### config.mk
export PLATFORM = sky130hd
export DESIGN_NAME = pgpio_regs
export DESIGN_NICKNAME = d
export VERILOG_FILES = /design/src/hdl/pgpio_pkg.sv /design/src/hdl/pgpio_sync.sv /design/src/hdl/pgpio_regs.sv
export SDC_FILE = /design/constraint.sdc
export NUM_CORES = 1
export LEC_CHECK = 0
export BUFFER_PORTS_ARGS = -buffer_cell sky130_fd_sc_hd__buf_2
export CAP_MARGIN = 20
export CORE_MARGIN = 1.5
export CORE_UTILIZATION = 40
export CTS_BUF_LIST = sky130_fd_sc_hd__clkbuf_8
export DETAILED_ROUTE_END_ITERATION = 7
export GPL_TIMING_DRIVEN = 0
export PLACE_DENSITY_LB_ADDON = 0.08
export REMOVE_ABC_BUFFERS = 1
export SLEW_MARGIN = 20
export SYNTH_ARGS = -nofsm -noshare
export SYNTH_HDL_FRONTEND = slang
export SYNTH_SLANG_ARGS = --single-unit
### constraint.sdc
create_clock -name aclk -period 2 [get_ports aclk]
set_clock_uncertainty 0.2 [all_clocks]
set_input_delay 0.1 -clock aclk [delete_from_list [all_inputs] [get_ports aclk]]
set_output_delay 0.1 -clock aclk [all_outputs]
set_load 0.02 [all_outputs]
### src/hdl/pgpio_pkg.sv
package pgpio_pkg;

   // register indices; byte address is four times the index
   localparam logic [15:0] PGPIO_IDX_DATA_LOW  = 16'h4405;
   localparam logic [15:0] PGPIO_IDX_OE_HIGH   = 16'h4406;
   localparam logic [15:0] PGPIO_IDX_DIR_HIGH  = 16'h4407;

   localparam int          PGPIO_ADDR_W        = 18;
   localparam int          PGPIO_DATA_W        = 32;
   localparam int          PGPIO_LOW_PINS      = 16;
   localparam int          PGPIO_HIGH_PINS     = 14;
   localparam int          PGPIO_REG_W         = 16;
   localparam int          PGPIO_FIRST_PIN     = 16;

   localparam logic [15:0] PGPIO_OE_RESET      = 16'h0000;
   localparam logic [15:0] PGPIO_DIR_RESET     = 16'h0000;
   localparam logic [1:0]  PGPIO_RESP_OKAY     = 2'h0;
   localparam logic [1:0]  PGPIO_RESP_SLVERR   = 2'h2;
   localparam int          PGPIO_SYNC_STAGES   = 2;

   // drive side of the low pin group
   typedef struct packed {
      logic [15:0] out;
      logic [15:0] oe;
   } pgpio_drive_t;

   // high group control as seen by the sibling pin logic
   typedef struct packed {
      logic [13:0] oe;
      logic [13:0] dir;
   } pgpio_high_ctl_t;

endpackage

### src/hdl/pgpio_sync.sv
`timescale 1ns/1ps
`default_nettype none

// two flip-flop level synchroniser, one per bit
module pgpio_sync #(
   parameter int WIDTH = 16
) (
   input  wire logic             aclk,
   input  wire logic             aresetn,
   input  wire logic [WIDTH-1:0] async_in,
   output var  logic [WIDTH-1:0] sync_out
);

   logic [WIDTH-1:0] meta_q;
   logic [WIDTH-1:0] sync_q;

   always_ff @(posedge aclk)
   begin
      if (!aresetn)
      begin
         meta_q <= '0;
         sync_q <= '0;
      end
      else
      begin
         meta_q <= async_in;
         sync_q <= meta_q;
      end
   end

   assign sync_out = sync_q;

endmodule

`default_nettype wire

### src/hdl/pgpio_regs.sv
// The AXI4-Lite slave port was decided locally.
`timescale 1ns/1ps
`default_nettype none

module pgpio_regs #(
   parameter int LOW_PINS  = pgpio_pkg::PGPIO_LOW_PINS,
   parameter int HIGH_PINS = pgpio_pkg::PGPIO_HIGH_PINS
) (
   input  wire logic                                 aclk,
   input  wire logic                                 aresetn,
   input  wire logic [pgpio_pkg::PGPIO_ADDR_W-1:0]   s_axil_awaddr,
   input  wire logic                                 s_axil_awvalid,
   output var  logic                                 s_axil_awready,
   input  wire logic [pgpio_pkg::PGPIO_DATA_W-1:0]   s_axil_wdata,
   input  wire logic [3:0]                           s_axil_wstrb,
   input  wire logic                                 s_axil_wvalid,
   output var  logic                                 s_axil_wready,
   output var  logic [1:0]                           s_axil_bresp,
   output var  logic                                 s_axil_bvalid,
   input  wire logic                                 s_axil_bready,
   input  wire logic [pgpio_pkg::PGPIO_ADDR_W-1:0]   s_axil_araddr,
   input  wire logic                                 s_axil_arvalid,
   output var  logic                                 s_axil_arready,
   output var  logic [pgpio_pkg::PGPIO_DATA_W-1:0]   s_axil_rdata,
   output var  logic [1:0]                           s_axil_rresp,
   output var  logic                                 s_axil_rvalid,
   input  wire logic                                 s_axil_rready,
   input  wire logic [LOW_PINS-1:0]                  port_pin_in,
   input  wire logic [LOW_PINS-1:0]                  low_output_enable,
   input  wire logic [LOW_PINS-1:0]                  low_direction,
   output var  pgpio_pkg::pgpio_drive_t              port_pin_drive,
   output var  pgpio_pkg::pgpio_high_ctl_t           high_ctl
);

   import pgpio_pkg::*;

   // register state
   logic [PGPIO_REG_W-1:0]  data_q;
   logic [PGPIO_REG_W-1:0]  data_d;
   logic [PGPIO_REG_W-1:0]  oe_q;
   logic [PGPIO_REG_W-1:0]  oe_d;
   logic [PGPIO_REG_W-1:0]  dir_q;
   logic [PGPIO_REG_W-1:0]  dir_d;

   // write channel state
   logic                    aw_hold_q;
   logic [15:0]             aw_idx_q;
   logic                    w_hold_q;
   logic [PGPIO_REG_W-1:0]  w_data_q;
   logic [1:0]              w_strb_q;
   logic                    bvalid_q;
   logic [1:0]              bresp_q;

   // read channel state
   logic                    rvalid_q;
   logic [PGPIO_DATA_W-1:0] rdata_q;
   logic [1:0]              rresp_q;

   // pin sampling
   logic [LOW_PINS-1:0]     pin_sync;

   pgpio_sync #(
      .WIDTH    (LOW_PINS)
   ) u_pin_sync (
      .aclk     (aclk),
      .aresetn  (aresetn),
      .async_in (port_pin_in),
      .sync_out (pin_sync)
   );

   // write handshake and merge of address and data
   wire                    aw_take    = s_axil_awvalid & s_axil_awready;
   wire                    w_take     = s_axil_wvalid & s_axil_wready;
   wire                    have_aw    = aw_hold_q | aw_take;
   wire                    have_w     = w_hold_q | w_take;
   wire                    wr_fire    = have_aw & have_w;
   wire [15:0]             wr_idx     = aw_hold_q ? aw_idx_q
                                                  : s_axil_awaddr[PGPIO_ADDR_W-1:2];
   wire [PGPIO_REG_W-1:0]  wr_data    = w_hold_q ? w_data_q : s_axil_wdata[15:0];
   wire [1:0]              wr_strb    = w_hold_q ? w_strb_q : s_axil_wstrb[1:0];
   wire [PGPIO_REG_W-1:0]  wr_mask    = {{8{wr_strb[1]}}, {8{wr_strb[0]}}};

   wire                    wr_data_hit = wr_idx == PGPIO_IDX_DATA_LOW;
   wire                    wr_oe_hit   = wr_idx == PGPIO_IDX_OE_HIGH;
   wire                    wr_dir_hit  = wr_idx == PGPIO_IDX_DIR_HIGH;
   wire                    wr_mapped   = wr_data_hit | wr_oe_hit | wr_dir_hit;

   assign s_axil_awready = ~aw_hold_q & ~bvalid_q;
   assign s_axil_wready  = ~w_hold_q & ~bvalid_q;
   assign s_axil_bvalid  = bvalid_q;
   assign s_axil_bresp   = bresp_q;

   // next register values on a write, bytes gated by strobes
   assign data_d = (wr_fire & wr_data_hit) ? ((data_q & ~wr_mask) | (wr_data & wr_mask))
                                           : data_q;
   assign oe_d   = (wr_fire & wr_oe_hit)   ? ((oe_q & ~wr_mask) | (wr_data & wr_mask))
                                           : oe_q;
   assign dir_d  = (wr_fire & wr_dir_hit)  ? ((dir_q & ~wr_mask) | (wr_data & wr_mask))
                                           : dir_q;

   // read decode
   wire                    ar_take     = s_axil_arvalid & s_axil_arready;
   wire [15:0]             rd_idx      = s_axil_araddr[PGPIO_ADDR_W-1:2];
   wire                    rd_data_hit = rd_idx == PGPIO_IDX_DATA_LOW;
   wire                    rd_oe_hit   = rd_idx == PGPIO_IDX_OE_HIGH;
   wire                    rd_dir_hit  = rd_idx == PGPIO_IDX_DIR_HIGH;
   wire                    rd_mapped   = rd_data_hit | rd_oe_hit | rd_dir_hit;

   // input-mode bits read the pin, output-mode bits read the stored value
   wire [LOW_PINS-1:0]     input_mode  = ~low_direction;
   wire [PGPIO_REG_W-1:0]  data_view   = (pin_sync & input_mode)
                                       | (data_q & ~input_mode);
   wire [PGPIO_REG_W-1:0]  rd_word     = rd_data_hit ? data_view
                                       : rd_oe_hit   ? oe_q
                                       : rd_dir_hit  ? dir_q
                                       : '0;

   assign s_axil_arready = ~rvalid_q;
   assign s_axil_rvalid  = rvalid_q;
   assign s_axil_rdata   = rdata_q;
   assign s_axil_rresp   = rresp_q;

   // pin drive for the low group
   assign port_pin_drive.oe  = low_output_enable;
   assign port_pin_drive.out = data_q;

   // high group control out to its pin logic
   assign high_ctl.oe  = oe_q[HIGH_PINS-1:0];
   assign high_ctl.dir = dir_q[HIGH_PINS-1:0];

   // data register, reset loads the raw pin level from port_pin_in, not the synchroniser output
   always_ff @(posedge aclk)
   begin
      if (!aresetn)
         data_q <= port_pin_in;
      else
         data_q <= data_d;
   end

   always_ff @(posedge aclk)
   begin
      if (!aresetn)
      begin
         oe_q  <= PGPIO_OE_RESET;
         dir_q <= PGPIO_DIR_RESET;
      end
      else
      begin
         oe_q  <= oe_d;
         dir_q <= dir_d;
      end
   end

   // write address holding
   always_ff @(posedge aclk)
   begin
      if (!aresetn)
      begin
         aw_hold_q <= 1'b0;
         aw_idx_q  <= '0;
      end
      else if (wr_fire)
         aw_hold_q <= 1'b0;
      else if (aw_take)
      begin
         aw_hold_q <= 1'b1;
         aw_idx_q  <= s_axil_awaddr[PGPIO_ADDR_W-1:2];
      end
   end

   // write data holding
   always_ff @(posedge aclk)
   begin
      if (!aresetn)
      begin
         w_hold_q <= 1'b0;
         w_data_q <= '0;
         w_strb_q <= '0;
      end
      else if (wr_fire)
         w_hold_q <= 1'b0;
      else if (w_take)
      begin
         w_hold_q <= 1'b1;
         w_data_q <= s_axil_wdata[15:0];
         w_strb_q <= s_axil_wstrb[1:0];
      end
   end

   // write response
   always_ff @(posedge aclk)
   begin
      if (!aresetn)
      begin
         bvalid_q <= 1'b0;
         bresp_q  <= PGPIO_RESP_OKAY;
      end
      else if (wr_fire)
      begin
         bvalid_q <= 1'b1;
         bresp_q  <= wr_mapped ? PGPIO_RESP_OKAY : PGPIO_RESP_SLVERR;
      end
      else if (s_axil_bready)
         bvalid_q <= 1'b0;
   end

   // read response
   always_ff @(posedge aclk)
   begin
      if (!aresetn)
      begin
         rvalid_q <= 1'b0;
         rdata_q  <= '0;
         rresp_q  <= PGPIO_RESP_OKAY;
      end
      else if (ar_take)
      begin
         rvalid_q <= 1'b1;
         rdata_q  <= {16'h0000, rd_word};
         rresp_q  <= rd_mapped ? PGPIO_RESP_OKAY : PGPIO_RESP_SLVERR;
      end
      else if (s_axil_rready)
         rvalid_q <= 1'b0;
   end

endmodule

`default_nettype wire

Word level (Yosys, flattened, before mapping)
Index checks and enable logic that the tools add are counted.

Eq/ne operators: 7. Reduce and logical (&&, ||, !) cells: 5. Bitwise gates (word level): 34. Multiplexer cells: 14.

Operators by type and width (count): 16-bit two-way mux (7); 16-bit bitwise AND (6); 16-bit by 15-bit == test with 1-bit output, second input constant (6); 16-bit OR (4); 16-bit inverter (3); 1-bit bitwise AND (9); 2-bit two-way mux (3); 1-bit inverter (6); 1-bit OR (6); 1-bit two-way mux (4); 2-bit AND reduction (2); 2-bit nonzero test (2); 2-bit by 1-bit != test with 1-bit output, second input constant (1); 2-bit OR reduction (1).

Word-level logic and storage cells: 75. Input port bits: 127. Register bits after elaboration: 138.

Longest topological paths before layout
Gate-level depths: netlist (run 1).

Depth after elaboration: 8. Gate-level depth with buffers: 7. Depth with buffers taken out: 4.

By module
Synthesis (run 1) repeated with hierarchy kept, for this count alone.

Cell total of the unflattened synthesis: 645. Area total of the unflattened synthesis: 6535.0 sq um.

Modules (own cells, without submodules): pgpio_regs (cells an instance 578, area each 5639.2 sq um, instances 1, seq. area each 2242.2 sq um); pgpio_sync (cells an instance 67, area each 895.9 sq um, instances 1, seq. area each 640.6 sq um).

Worst setup path before layout (run 1)
No wires, ideal clock.

Path type: flip-flop to flip-flop. Start: reg aw_hold_q. End: reg (tool-made name). Required time: 1728 ps. Buffers on the path: 1. Path slack: -98 ps. Stages on the path, launching flop included: 6. Arrival time: 1826 ps. Cells stage by stage: dfxtp_1 -> buf_4 -> mux2i_1 -> nand3_1 -> a2111oi_4 -> mux2i_1.

RTL lines: start, declared (RTL line pgpio_regs.sv:46) `logic aw_hold_q;`; start signal, assigned (RTL line pgpio_regs.sv:159) `aw_hold_q <= 1'b0;`; start signal, assigned (RTL line pgpio_regs.sv:163) `aw_hold_q <= 1'b0;`; start signal, assigned (RTL line pgpio_regs.sv:166) `aw_hold_q <= 1'b1;`.

==> flow_metrics.py, run 1 <==
metrics = {
    "clocking": {
        "numCtsBuffers": 17,
        "clockRootBuffer": "clkbuf_8",
        "h-tree-depth": 4,
        "clock_latency_ns": 0.44,
        "cts_sinks": 136,
        "clkTransAtPathRegs_ns": 0.08,
        "cts_tree": "done",
        "cts_buffer_depth": 2,
    },
    "detailed_routing": {
        "drtAntennaViolNets": 0,
        "drc": 0,
        "dr.first_iter.drc_count": 260,
        "wl_per_cell_um": 16.2,
        "drt_pre_antenna_iters": 4,
        "viasPerCell": 4.94,
        "vias": 5105,
        "wl_um": 16700,
    },
    "worst_setup_path": {
        "slowest_delay_ns": 0.38,
        "critical_path_class": "reg -> reg",
        "cp_top_family": "buffers and inverters",
        "path_cells": "buf_6 -> nor4b_4 -> nand4_4 -> buf_12 -> a2111oi_4 -> buf_4 -> mux2i_1",
        "arrival_ns": 2.30,
        "critical_path.max_fanout": 4,
        "end_kind": "flop",
        "cp.required_ns": 2.16,
        "crit_slowest_cell": "dfxtp_4",
        "cp-start-kind": "flop",
        "critPathBufInv": 3,
    },
    "logic_synthesis": {
        "ys_ff_latch": 136,
        "synth_most_common_cell": "dfxtp_1",
        "yosysUniqueCellTypes": 44,
        "synth_commonest_cells": "dfxtp_1, mux2i_1, buf_4, nor2_1, nand2_1",
        "synth_edf_count": 16,
        "synthCells": 627,
        "syn_area_mm2": 0.00624,
        "synth_top_area_share_pct": 38.5,
        "seq_area_frac_synth_pct": 46.2,
        "synthTopCellsByArea": "dfxtp_1, mux2i_1, edfxtp_1, buf_4, mux2_2",
        "synthFlopType": "dfxtp_1",
        "ys_async_sr_fraction_pct": 0,
        "yosysTopAreaCell": "dfxtp_1",
        "yosysWarnings": 0,
        "syn_area_per_cell_um2": 9.95,
    },
    "outcome": {
        "violations": "setup timing",
        "run_status": "complete, but fails checks",
    },
    "place": {
        "gp_congestion": 0.725,
        "port_buffers": 155,
        "post-place-ws_ns": -0.907,
        "place.detailed.hpwl_um": 10800,
    },
    "cells_and_area": {
        "drive_gt1_share_pct": 32.8,
        "final_core_util_pct": 54.8,
        "area.growth.synth_to_final_pct": 33.7,
        "antenna_cells": 0,
        "fillers": 1421,
        "finalNetCount": 959,
    },
    "timing": {
        "finalCritPeriodShare_pct": 107,
        "relSlewSlack_pct": 48.4,
        "setup-tns-final_ns": -3.60,
        "setup_ws_ns": -0.139,
        "worstMarginPinSlew_ns": 0.771,
        "hold_viol_final": 0,
        "rsz0062_at_grt": "yes",
        "slew_viol_final": 0,
        "max_freq_ghz": 0.467,
        "fin_crit_ns": 2.14,
        "setup_viol": 48,
    },
    "die": {
        "initial_core_util_pct": 41.0,
        "die_h_um": 128,
        "io_pins": 228,
        "rows": 45,
        "dieArea_mm2": 0.0163,
        "core_mm2": 0.0152,
        "die_w_um": 128,
    },
    "global_routing": {
        "grt_start_max_net_pins": 61,
        "grt_usage_pct": 20.8,
        "grt_overflow_total": 0,
        "grt_pass1_wl_um": 26000,
        "first_global_vias": 5091,
        "antenna_found_initial": 0,
    },
    "worst_hold_path": {
        "hold_class": "in -> out",
    },
    "power_and_ir_drop": {
        "worst_ir_drop_vdd_uv": 369,
        "p_leak_nw": 3.73,
        "p_per_area_mw_per_mm2": 746,
    },
    "run": {
        "cap_violations": 0,
    },
}
==> repair_timing <==
| item | 4_1_cts | 5_1_grt |
|---|---|---|
| hold endpoints to repair | 125 | 0 |
| buffers inserted | 19 | 2 |
| setup endpoints to repair | 99 | 49 |
| pin swaps | 11 | 4 |
| cloned | 0 | 0 |
| hold buffers | 80 | 0 |
| gates resized for setup | 21 | 5 |
==> report_power, final <==
| part | switching (W) | leakage [nW] | internal (W) |
|---|---|---|---|
| combinational | 0.000520 | 2.37 | 0.000460 |
| sequential | 0.0000690 | 1.14 | 0.00289 |
| clock | 0.00101 | 0.216 | 0.00127 |
| total | 0.00160 | 3.73 | 0.00462 |
==> through the flow <==
step,total power (W),instance area (um^2),instances,hold WS [ns]
after floorplan,0.00349,5700,550,0
after global placement,0.00378,6710,893,0.000185
after detailed placement,0.00381,6810,900,0.000185
after CTS,0.00628,8300,1031,0.000185
after global routing,0.00652,8340,1033,0.000125
final,0.00622,8340,1033,0.000158
==> path summary, 6_finish.rpt <==
kind	start	to	slack [ns]	cells past startpoint
hold reg to reg	u_pin_sync.meta_q[13]	u_pin_sync.sync_out[13]	0.23	1
setup reg to reg	aw_hold_q	flop	-0.14	7
setup / recovery	aw_hold_q	flop	-0.14	7
hold / removal	low_output_enable[7]	port_pin_drive[7]	0.0002	0
==> metal layers <==
| metal | part of all wire, % | global-route usage (%) |
|---|---|---|
| met5 | 0 | 1.55 |
| met4 | 1.1 | 6.81 |
| met3 | 7.3 | 5.76 |
| met2 | 47 | 33.7 |
| met1 | 45 | 26.8 |
==> cells in the final DEF (no fill, tap or decap), types with 19 or more instances in the layout <==
cell type and count:
nand2_1 52, mux2_2 34, dlygate4sd3_1 79, mux2i_1 67, nor2_1 59, clkbuf_8 19, buf_2 154, dfxtp_1 118
inv_1 25, o21ai_0 34, a21oi_1 37
==> logic make-up (layout without fill, tap and decap cells) <==
group           count (synthesis)  count (layout)  synth area share (%)
flops                         136             136                  46.2
mux                           103             103                  17.2
simple gates                  172             172                  14.9
compound gates                 99              99                  10.6
buf+inv                       116             317                  11.0
other cells                     1              18                0.0601
==> layout make-up <==
type / count / area, um^2 / share of cell area [%]
Clock buffer: 19 / 262 / 3.14
Clock inverter: 13 / 140 / 1.68
Inverter: 22 / 87.6 / 1.05
Multi-Input combinational cell: 392 / 2810 / 33.7
Sequential cell: 136 / 2890 / 34.7
Tap cell: 188 / 235 / 2.82
Timing Repair Buffer: 263 / 1910 / 23.0
(Power assumes the default switching activity.)
==> run 2: changes to the inputs <==
- HOLD_SLACK_MARGIN: not set -> 0.12
==> run 2 against run 1 <==
- the flow finishes with violations (hold timing, setup timing)
- first-iteration DRC count rose by 6.9%
- combinational power rose by 5%
- worst setup slack improved by 0.0096 ns
- fmax rose by 0.45%
- die area did not move
- flip-flop and latch count did not move
- sequential power barely moved
- core utilization rose by 0.91 points
- largest cell class unchanged
==> flow_metrics.py, run 2 (synthesis results as in run 1) <==
metrics = {
    "outcome": {
        "run_status": "complete, but fails checks",
        "violations": "hold timing, setup timing",
    },
    "clocking": {
        "h-tree-depth": 4,
        "cts_tree": "done",
        "holdBufCountCts": 92,
        "clock_latency_ns": 0.44,
        "cts_buffer_depth": 2,
        "clkTransAtPathRegs_ns": 0.08,
        "numCtsBuffers": 17,
        "cts_sinks": 136,
        "clockRootBuffer": "clkbuf_8",
    },
    "worst_setup_path": {
        "cp-start-kind": "flop",
        "arrival_ns": 2.29,
        "cp-startpoint": "aw_hold_q",
        "reg2reg_from": "aw_hold_q",
        "end_kind": "flop",
        "cp.required_ns": 2.16,
        "critical_path.max_fanout": 4,
        "critical_path_class": "reg -> reg",
    },
    "timing": {
        "max_freq_ghz": 0.470,
        "fin_crit_ns": 2.13,
        "slew_viol_final": 0,
        "setup-tns-final_ns": -3.54,
        "timing.hold.ws_ns": -0.157,
        "worstMarginPinSlew_ns": 0.788,
        "finalCritPeriodShare_pct": 106,
        "relSlewSlack_pct": 47.4,
        "setup_viol": 48,
        "rsz0062_at_grt": "yes",
        "hold_viol_final": 1,
        "setup_ws_ns": -0.129,
    },
    "power_and_ir_drop": {
        "worst_ir_drop_vdd_uv": 369,
        "p_sw_share_pct": 26.1,
        "power_frac_comb_pct": 16.4,
        "power_w": 0.00627,
        "switchingPower_w": 0.00164,
        "clockPowerShare_pct": 36.5,
        "p_per_area_mw_per_mm2": 740,
        "p_leak_nw": 3.79,
        "internal_power_w": 0.00464,
        "pwr-share-seq_pct": 47.1,
    },
    "run": {
        "cap_violations": 0,
    },
    "die": {
        "initial_core_util_pct": 41.0,
        "io_pins": 228,
        "dieArea_mm2": 0.0163,
        "die_w_um": 128,
        "core_mm2": 0.0152,
        "die_h_um": 128,
        "rows": 45,
    },
    "detailed_routing": {
        "drt_pre_antenna_iters": 4,
        "wl_per_cell_um": 16.2,
        "dr.first_iter.drc_count": 278,
        "viasPerCell": 4.92,
        "vias": 5156,
        "wl_um": 16900,
        "drc": 0,
        "drtAntennaViolNets": 0,
    },
    "cells_and_area": {
        "final_common_cell": "buf_2",
        "drive_gt1_share_pct": 32.6,
        "antenna_cells": 0,
        "area.growth.synth_to_final_pct": 35.9,
        "finalNetCount": 973,
        "final_core_util_pct": 55.7,
        "final_cell_count_no_fill": 1047,
        "fillers": 1404,
        "mostFrequentLayoutCells": "buf_2, dfxtp_1, dlygate4sd3_1",
    },
    "global_routing": {
        "antenna_found_initial": 0,
        "first_global_vias": 5082,
        "grt_pass1_wl_um": 26200,
        "grt_overflow_total": 0,
        "grt_start_max_net_pins": 56,
        "grt_usage_pct": 20.9,
    },
    "place": {
        "gp_congestion": 0.725,
        "dpl.cell_count": 900,
        "place.detailed.hpwl_um": 10800,
        "port_buffers": 155,
    },
    "worst_hold_path": {
        "hold_start": "s_axil_araddr[11]",
        "hold_class": "in -> reg",
    },
}
run 2: metrics by stage:
| stage | area (um^2) | setup slack (ns) |
|---|---|---|
| 2_1_floorplan | 5700 | -0.381 |
| 3_3_place_gp | 6710 | -1.76 |
| 3_5_place_dp | 6810 | -0.907 |
| 4_1_cts | 8430 | -0.131 |
| 5_1_grt | 8470 | -0.210 |
| 6_report | 8470 | -0.129 |
run 2: worst paths after layout:
path,end,slack [ns],cells past startpoint
max,flop,-0.13,7
min,s_axil_rresp[1],-0.16,4
max reg2reg,flop,-0.13,7
min reg2reg,u_pin_sync.sync_out[13],0.23,1
run 2: layout make-up:
cell class | instances | area (um^2) | area share [%]
multi-input cells | 392 | 2810 | 33.1
clock inverters | 13 | 140 | 1.65
well taps | 188 | 235 | 2.78
repair buffers | 277 | 2060 | 24.3
clock buffers | 19 | 262 | 3.09
flip-flops and latches | 136 | 2890 | 34.1
inverters | 22 | 85.1 | 1.00
run 2: routing by layer:
metal | track usage [%] | share of wire [%] | routed length, um | up-vias
li1 | - | - | - | 2530
met1 | 27.6 | 46 | 7810 | 2446
met2 | 34.1 | 47 | 7950 | 163
met3 | 4.76 | 5.8 | 988 | 17
met4 | 6.81 | 1.1 | 189 | 0
met5 | 0 | 0 | 0 | -
run 2: worst max-delay path, cell delays in order, from the launching register on:
cell       delay [ns]
dfxtp_4          0.38
buf_6            0.10
nor4b_4          0.25
nand4_4          0.17
buf_12           0.17
a2111oi_4        0.38
buf_4            0.21
mux2i_1          0.18
run 2: power by group through the flow:
stage                     logic, W  registers [W]  clock network [W]
final                      0.00103        0.00296            0.00229
after global routing       0.00112        0.00297            0.00248
after CTS                  0.00103        0.00296            0.00235
after detailed placement  0.000775        0.00303                  0
after global placement    0.000751        0.00303                  0
after floorplan           0.000406        0.00308                  0
run 2: what timing repair did:
item                                    4_1_cts  5_1_grt
endpoints found under the hold margin       143        9
pin swaps                                    11        5
endpoints found under the setup margin       99       51
resized for setup                            21        3
buffers inserted                             19        4
==> run 3: changes to the inputs <==
- ABC_AREA: not set -> 1
==> run 3 against run 2 <==
- the run now ends clean
- combinational power grew 30%
- register-to-register slack gained 0.15 ns
- synthesized area grew 9.9%
- critical path depth grew 4
- sequential power grew 2%
==> flow_metrics.py, run 3 <==
metrics = {
    "global_routing": {
        "grt_start_max_net_pins": 51,
        "grt_pass1_wl_um": 30400,
        "grt_usage_pct": 21.9,
        "antenna_found_initial": 0,
        "grt_overflow_total": 0,
        "first_global_vias": 5893,
    },
    "worst_hold_path": {
        "hold_class": "in -> reg",
    },
    "die": {
        "die_h_um": 134,
        "rows": 47,
        "dieArea_mm2": 0.0179,
        "die_w_um": 134,
        "core_mm2": 0.0166,
        "initial_core_util_pct": 41.2,
        "io_pins": 228,
    },
    "detailed_routing": {
        "drtAntennaViolNets": 0,
        "viasPerCell": 4.64,
        "drt_pre_antenna_iters": 5,
        "vias": 6532,
        "wl_um": 20400,
        "drc": 0,
        "dr.first_iter.drc_count": 379,
        "wl_per_cell_um": 14.5,
    },
    "cells_and_area": {
        "antenna_cells": 0,
        "fillers": 1614,
        "area.growth.synth_to_final_pct": 38.0,
        "final_common_cell": "nand2_1",
        "drive_gt1_share_pct": 23.0,
        "finalNetCount": 1304,
        "mostFrequentLayoutCells": "nand2_1, buf_2, nor2_1",
    },
    "worst_setup_path": {
        "critical_path.max_fanout": 5,
        "r2r_slack_ns": 0.02,
        "arrival_ns": 1.95,
        "cp-start-kind": "flop",
        "slowest_delay_ns": 0.40,
        "cp.required_ns": 1.96,
        "crit_slowest_cell": "dfxtp_4",
        "path_cells": "buf_12 -> buf_6 -> nand3_4 -> nand2_4 -> inv_4 -> nor3_4 -> nand2_2 -> nand2_2 -> o21ai_4 -> nor2_4 -> buf_6",
        "end_kind": "flop",
        "critical_path_class": "reg -> reg",
    },
    "outcome": {
        "run_status": "finished, final reports clean",
    },
    "power_and_ir_drop": {
        "internal_power_w": 0.00474,
        "worst_ir_drop_vdd_uv": 387,
        "clockPowerShare_pct": 34.7,
        "switchingPower_w": 0.00196,
        "p_leak_nw": 4.66,
        "p_per_area_mw_per_mm2": 709,
        "pwr-share-seq_pct": 45.3,
        "power_frac_comb_pct": 20.0,
        "p_sw_share_pct": 29.2,
    },
    "logic_synthesis": {
        "syn_area_mm2": 0.00685,
        "yosysUniqueCellTypes": 35,
        "synth_top_area_share_pct": 35.1,
        "synth_most_common_cell": "nand2_1",
        "synthCells": 934,
        "synth_commonest_cells": "nand2_1, nor2_1, inv_1, dfxtp_1, o21ai_0",
        "synthTopCellsByArea": "dfxtp_1, nand2_1, nor2_1, edfxtp_1, inv_1",
        "yosysTopAreaCell": "dfxtp_1",
        "seq_area_frac_synth_pct": 42.1,
        "ys_async_sr_fraction_pct": 0,
        "syn_area_per_cell_um2": 7.33,
        "synth_edf_count": 16,
        "ys_ff_latch": 136,
        "yosysWarnings": 0,
        "synthFlopType": "dfxtp_1",
    },
    "place": {
        "port_buffers": 155,
        "gp_congestion": 0.743,
        "place.detailed.hpwl_um": 11700,
        "post-place-ws_ns": -1.29,
    },
    "timing": {
        "finalCritPeriodShare_pct": 99.1,
        "setup_ws_ns": 0.0179,
        "rsz0062_at_grt": "yes",
        "setup-tns-final_ns": 0,
        "worstMarginPinSlew_ns": 0.790,
        "max_freq_ghz": 0.505,
        "relSlewSlack_pct": 47.0,
        "hold_viol_final": 0,
        "slew_viol_final": 0,
        "setup_viol": 0,
        "fin_crit_ns": 1.98,
    },
    "clocking": {
        "clockRootBuffer": "clkbuf_8",
        "cts_sinks": 136,
        "cts_tree": "done",
        "h-tree-depth": 4,
        "cts_buffer_depth": 2,
        "clkTransAtPathRegs_ns": 0.08,
        "numCtsBuffers": 17,
        "clock_latency_ns": 0.45,
    },
    "run": {
        "cap_violations": 0,
    },
}
==> run 3: cell count changes in the layout (fill, tap and decap cells not counted), moves of 28 or more <==
cell           before  now
dlygate4sd3_1      90  118
inv_1              25  123
mux2_2             34    0
mux2i_1            67   16
nand2_1            52  184
nor2_1             59  124
o21ai_0            34   69
==> run 3: cell families (layout without fill, tap and decap cells) <==
kind of cell / Yosys count / count (layout) / synth area share (%)
AND/OR/NAND/NOR: 409 / 413 / 27.1
buffers and inverters: 237 / 471 / 17.4
flip-flops: 136 / 136 / 42.1
AO/OA/AOI/OAI: 135 / 135 / 11.0
multiplexers: 16 / 16 / 2.34
other: 1 / 18 / 0.0547
==> run 3: layer usage <==
metal	routed length [um]	up-vias	global-route usage, %	part of all wire (%)
met3	1000	19	4.50	4.9
met5	0	-	0	0
met1	9490	2969	28.5	47
li1	-	3352	-	-
met2	9610	192	36.8	47
met4	280	0	5.86	1.4
==> run 3: stage by stage <==
stage | power [W] | util, % | cells | area, um^2 | hold slack (ns)
after floorplan | 0.00370 | - | 847 | 6220 | -0.00655
after global placement | 0.00406 | 43.7 | 1222 | 7270 | 0.000287
after detailed placement | 0.00407 | 44.0 | 1225 | 7320 | 0.000287
after CTS | 0.00665 | 54.7 | 1387 | 9100 | 0.121
after global routing | 0.00703 | 56.8 | 1409 | 9450 | 0.166
final | 0.00670 | 56.8 | 1409 | 9450 | 0.157
==> run 3: final cells by class <==
| class | count | area (um^2) | share of cell area (%) |
|---|---|---|---|
| clock buffer | 22 | 303 | 3.20 |
| clock inverter | 9 | 96.3 | 1.02 |
| inverter | 133 | 523 | 5.53 |
| multi-input combinational | 582 | 3020 | 32.0 |
| sequential | 136 | 2890 | 30.6 |
| tap | 220 | 275 | 2.91 |
| timing repair buffer | 307 | 2340 | 24.8 |
==> run 3: path summary, 6_finish.rpt <==
check | from | end | depth (start not counted)
max | aw_hold_q | flop | 11
min | s_axil_araddr[4] | s_axil_rdata[9] | 7
max reg2reg | aw_hold_q | flop | 11
min reg2reg | u_pin_sync.meta_q[6] | u_pin_sync.sync_out[6] | 2
==> run 3: power by group through the flow <==
stage                     sequential, W  combinational (W)  clock (W)
after floorplan                 0.00316           0.000541          0
after global placement          0.00312           0.000943          0
after detailed placement        0.00312           0.000958          0
after CTS                       0.00303            0.00124    0.00237
after global routing            0.00306            0.00149    0.00248
final                           0.00303            0.00134    0.00232
==> run 3: critical path, delay by kind of cell, from the launching register on <==
family | cells | cell delay (ns)
flops | 1 | 0.40
compound gates | 1 | 0.08
simple gates | 6 | 0.59
buf+inv | 4 | 0.42
==> run 3: what timing repair did <==
item                                   4_1_cts  5_1_grt
endpoints found under the hold margin      147        0
gates resized for setup                     18       31
hold buffers                               119        0
pin swaps                                    3       15
setup buffers                               12       17
setup endpoints to repair                  102       78
gates cloned                                 0        5
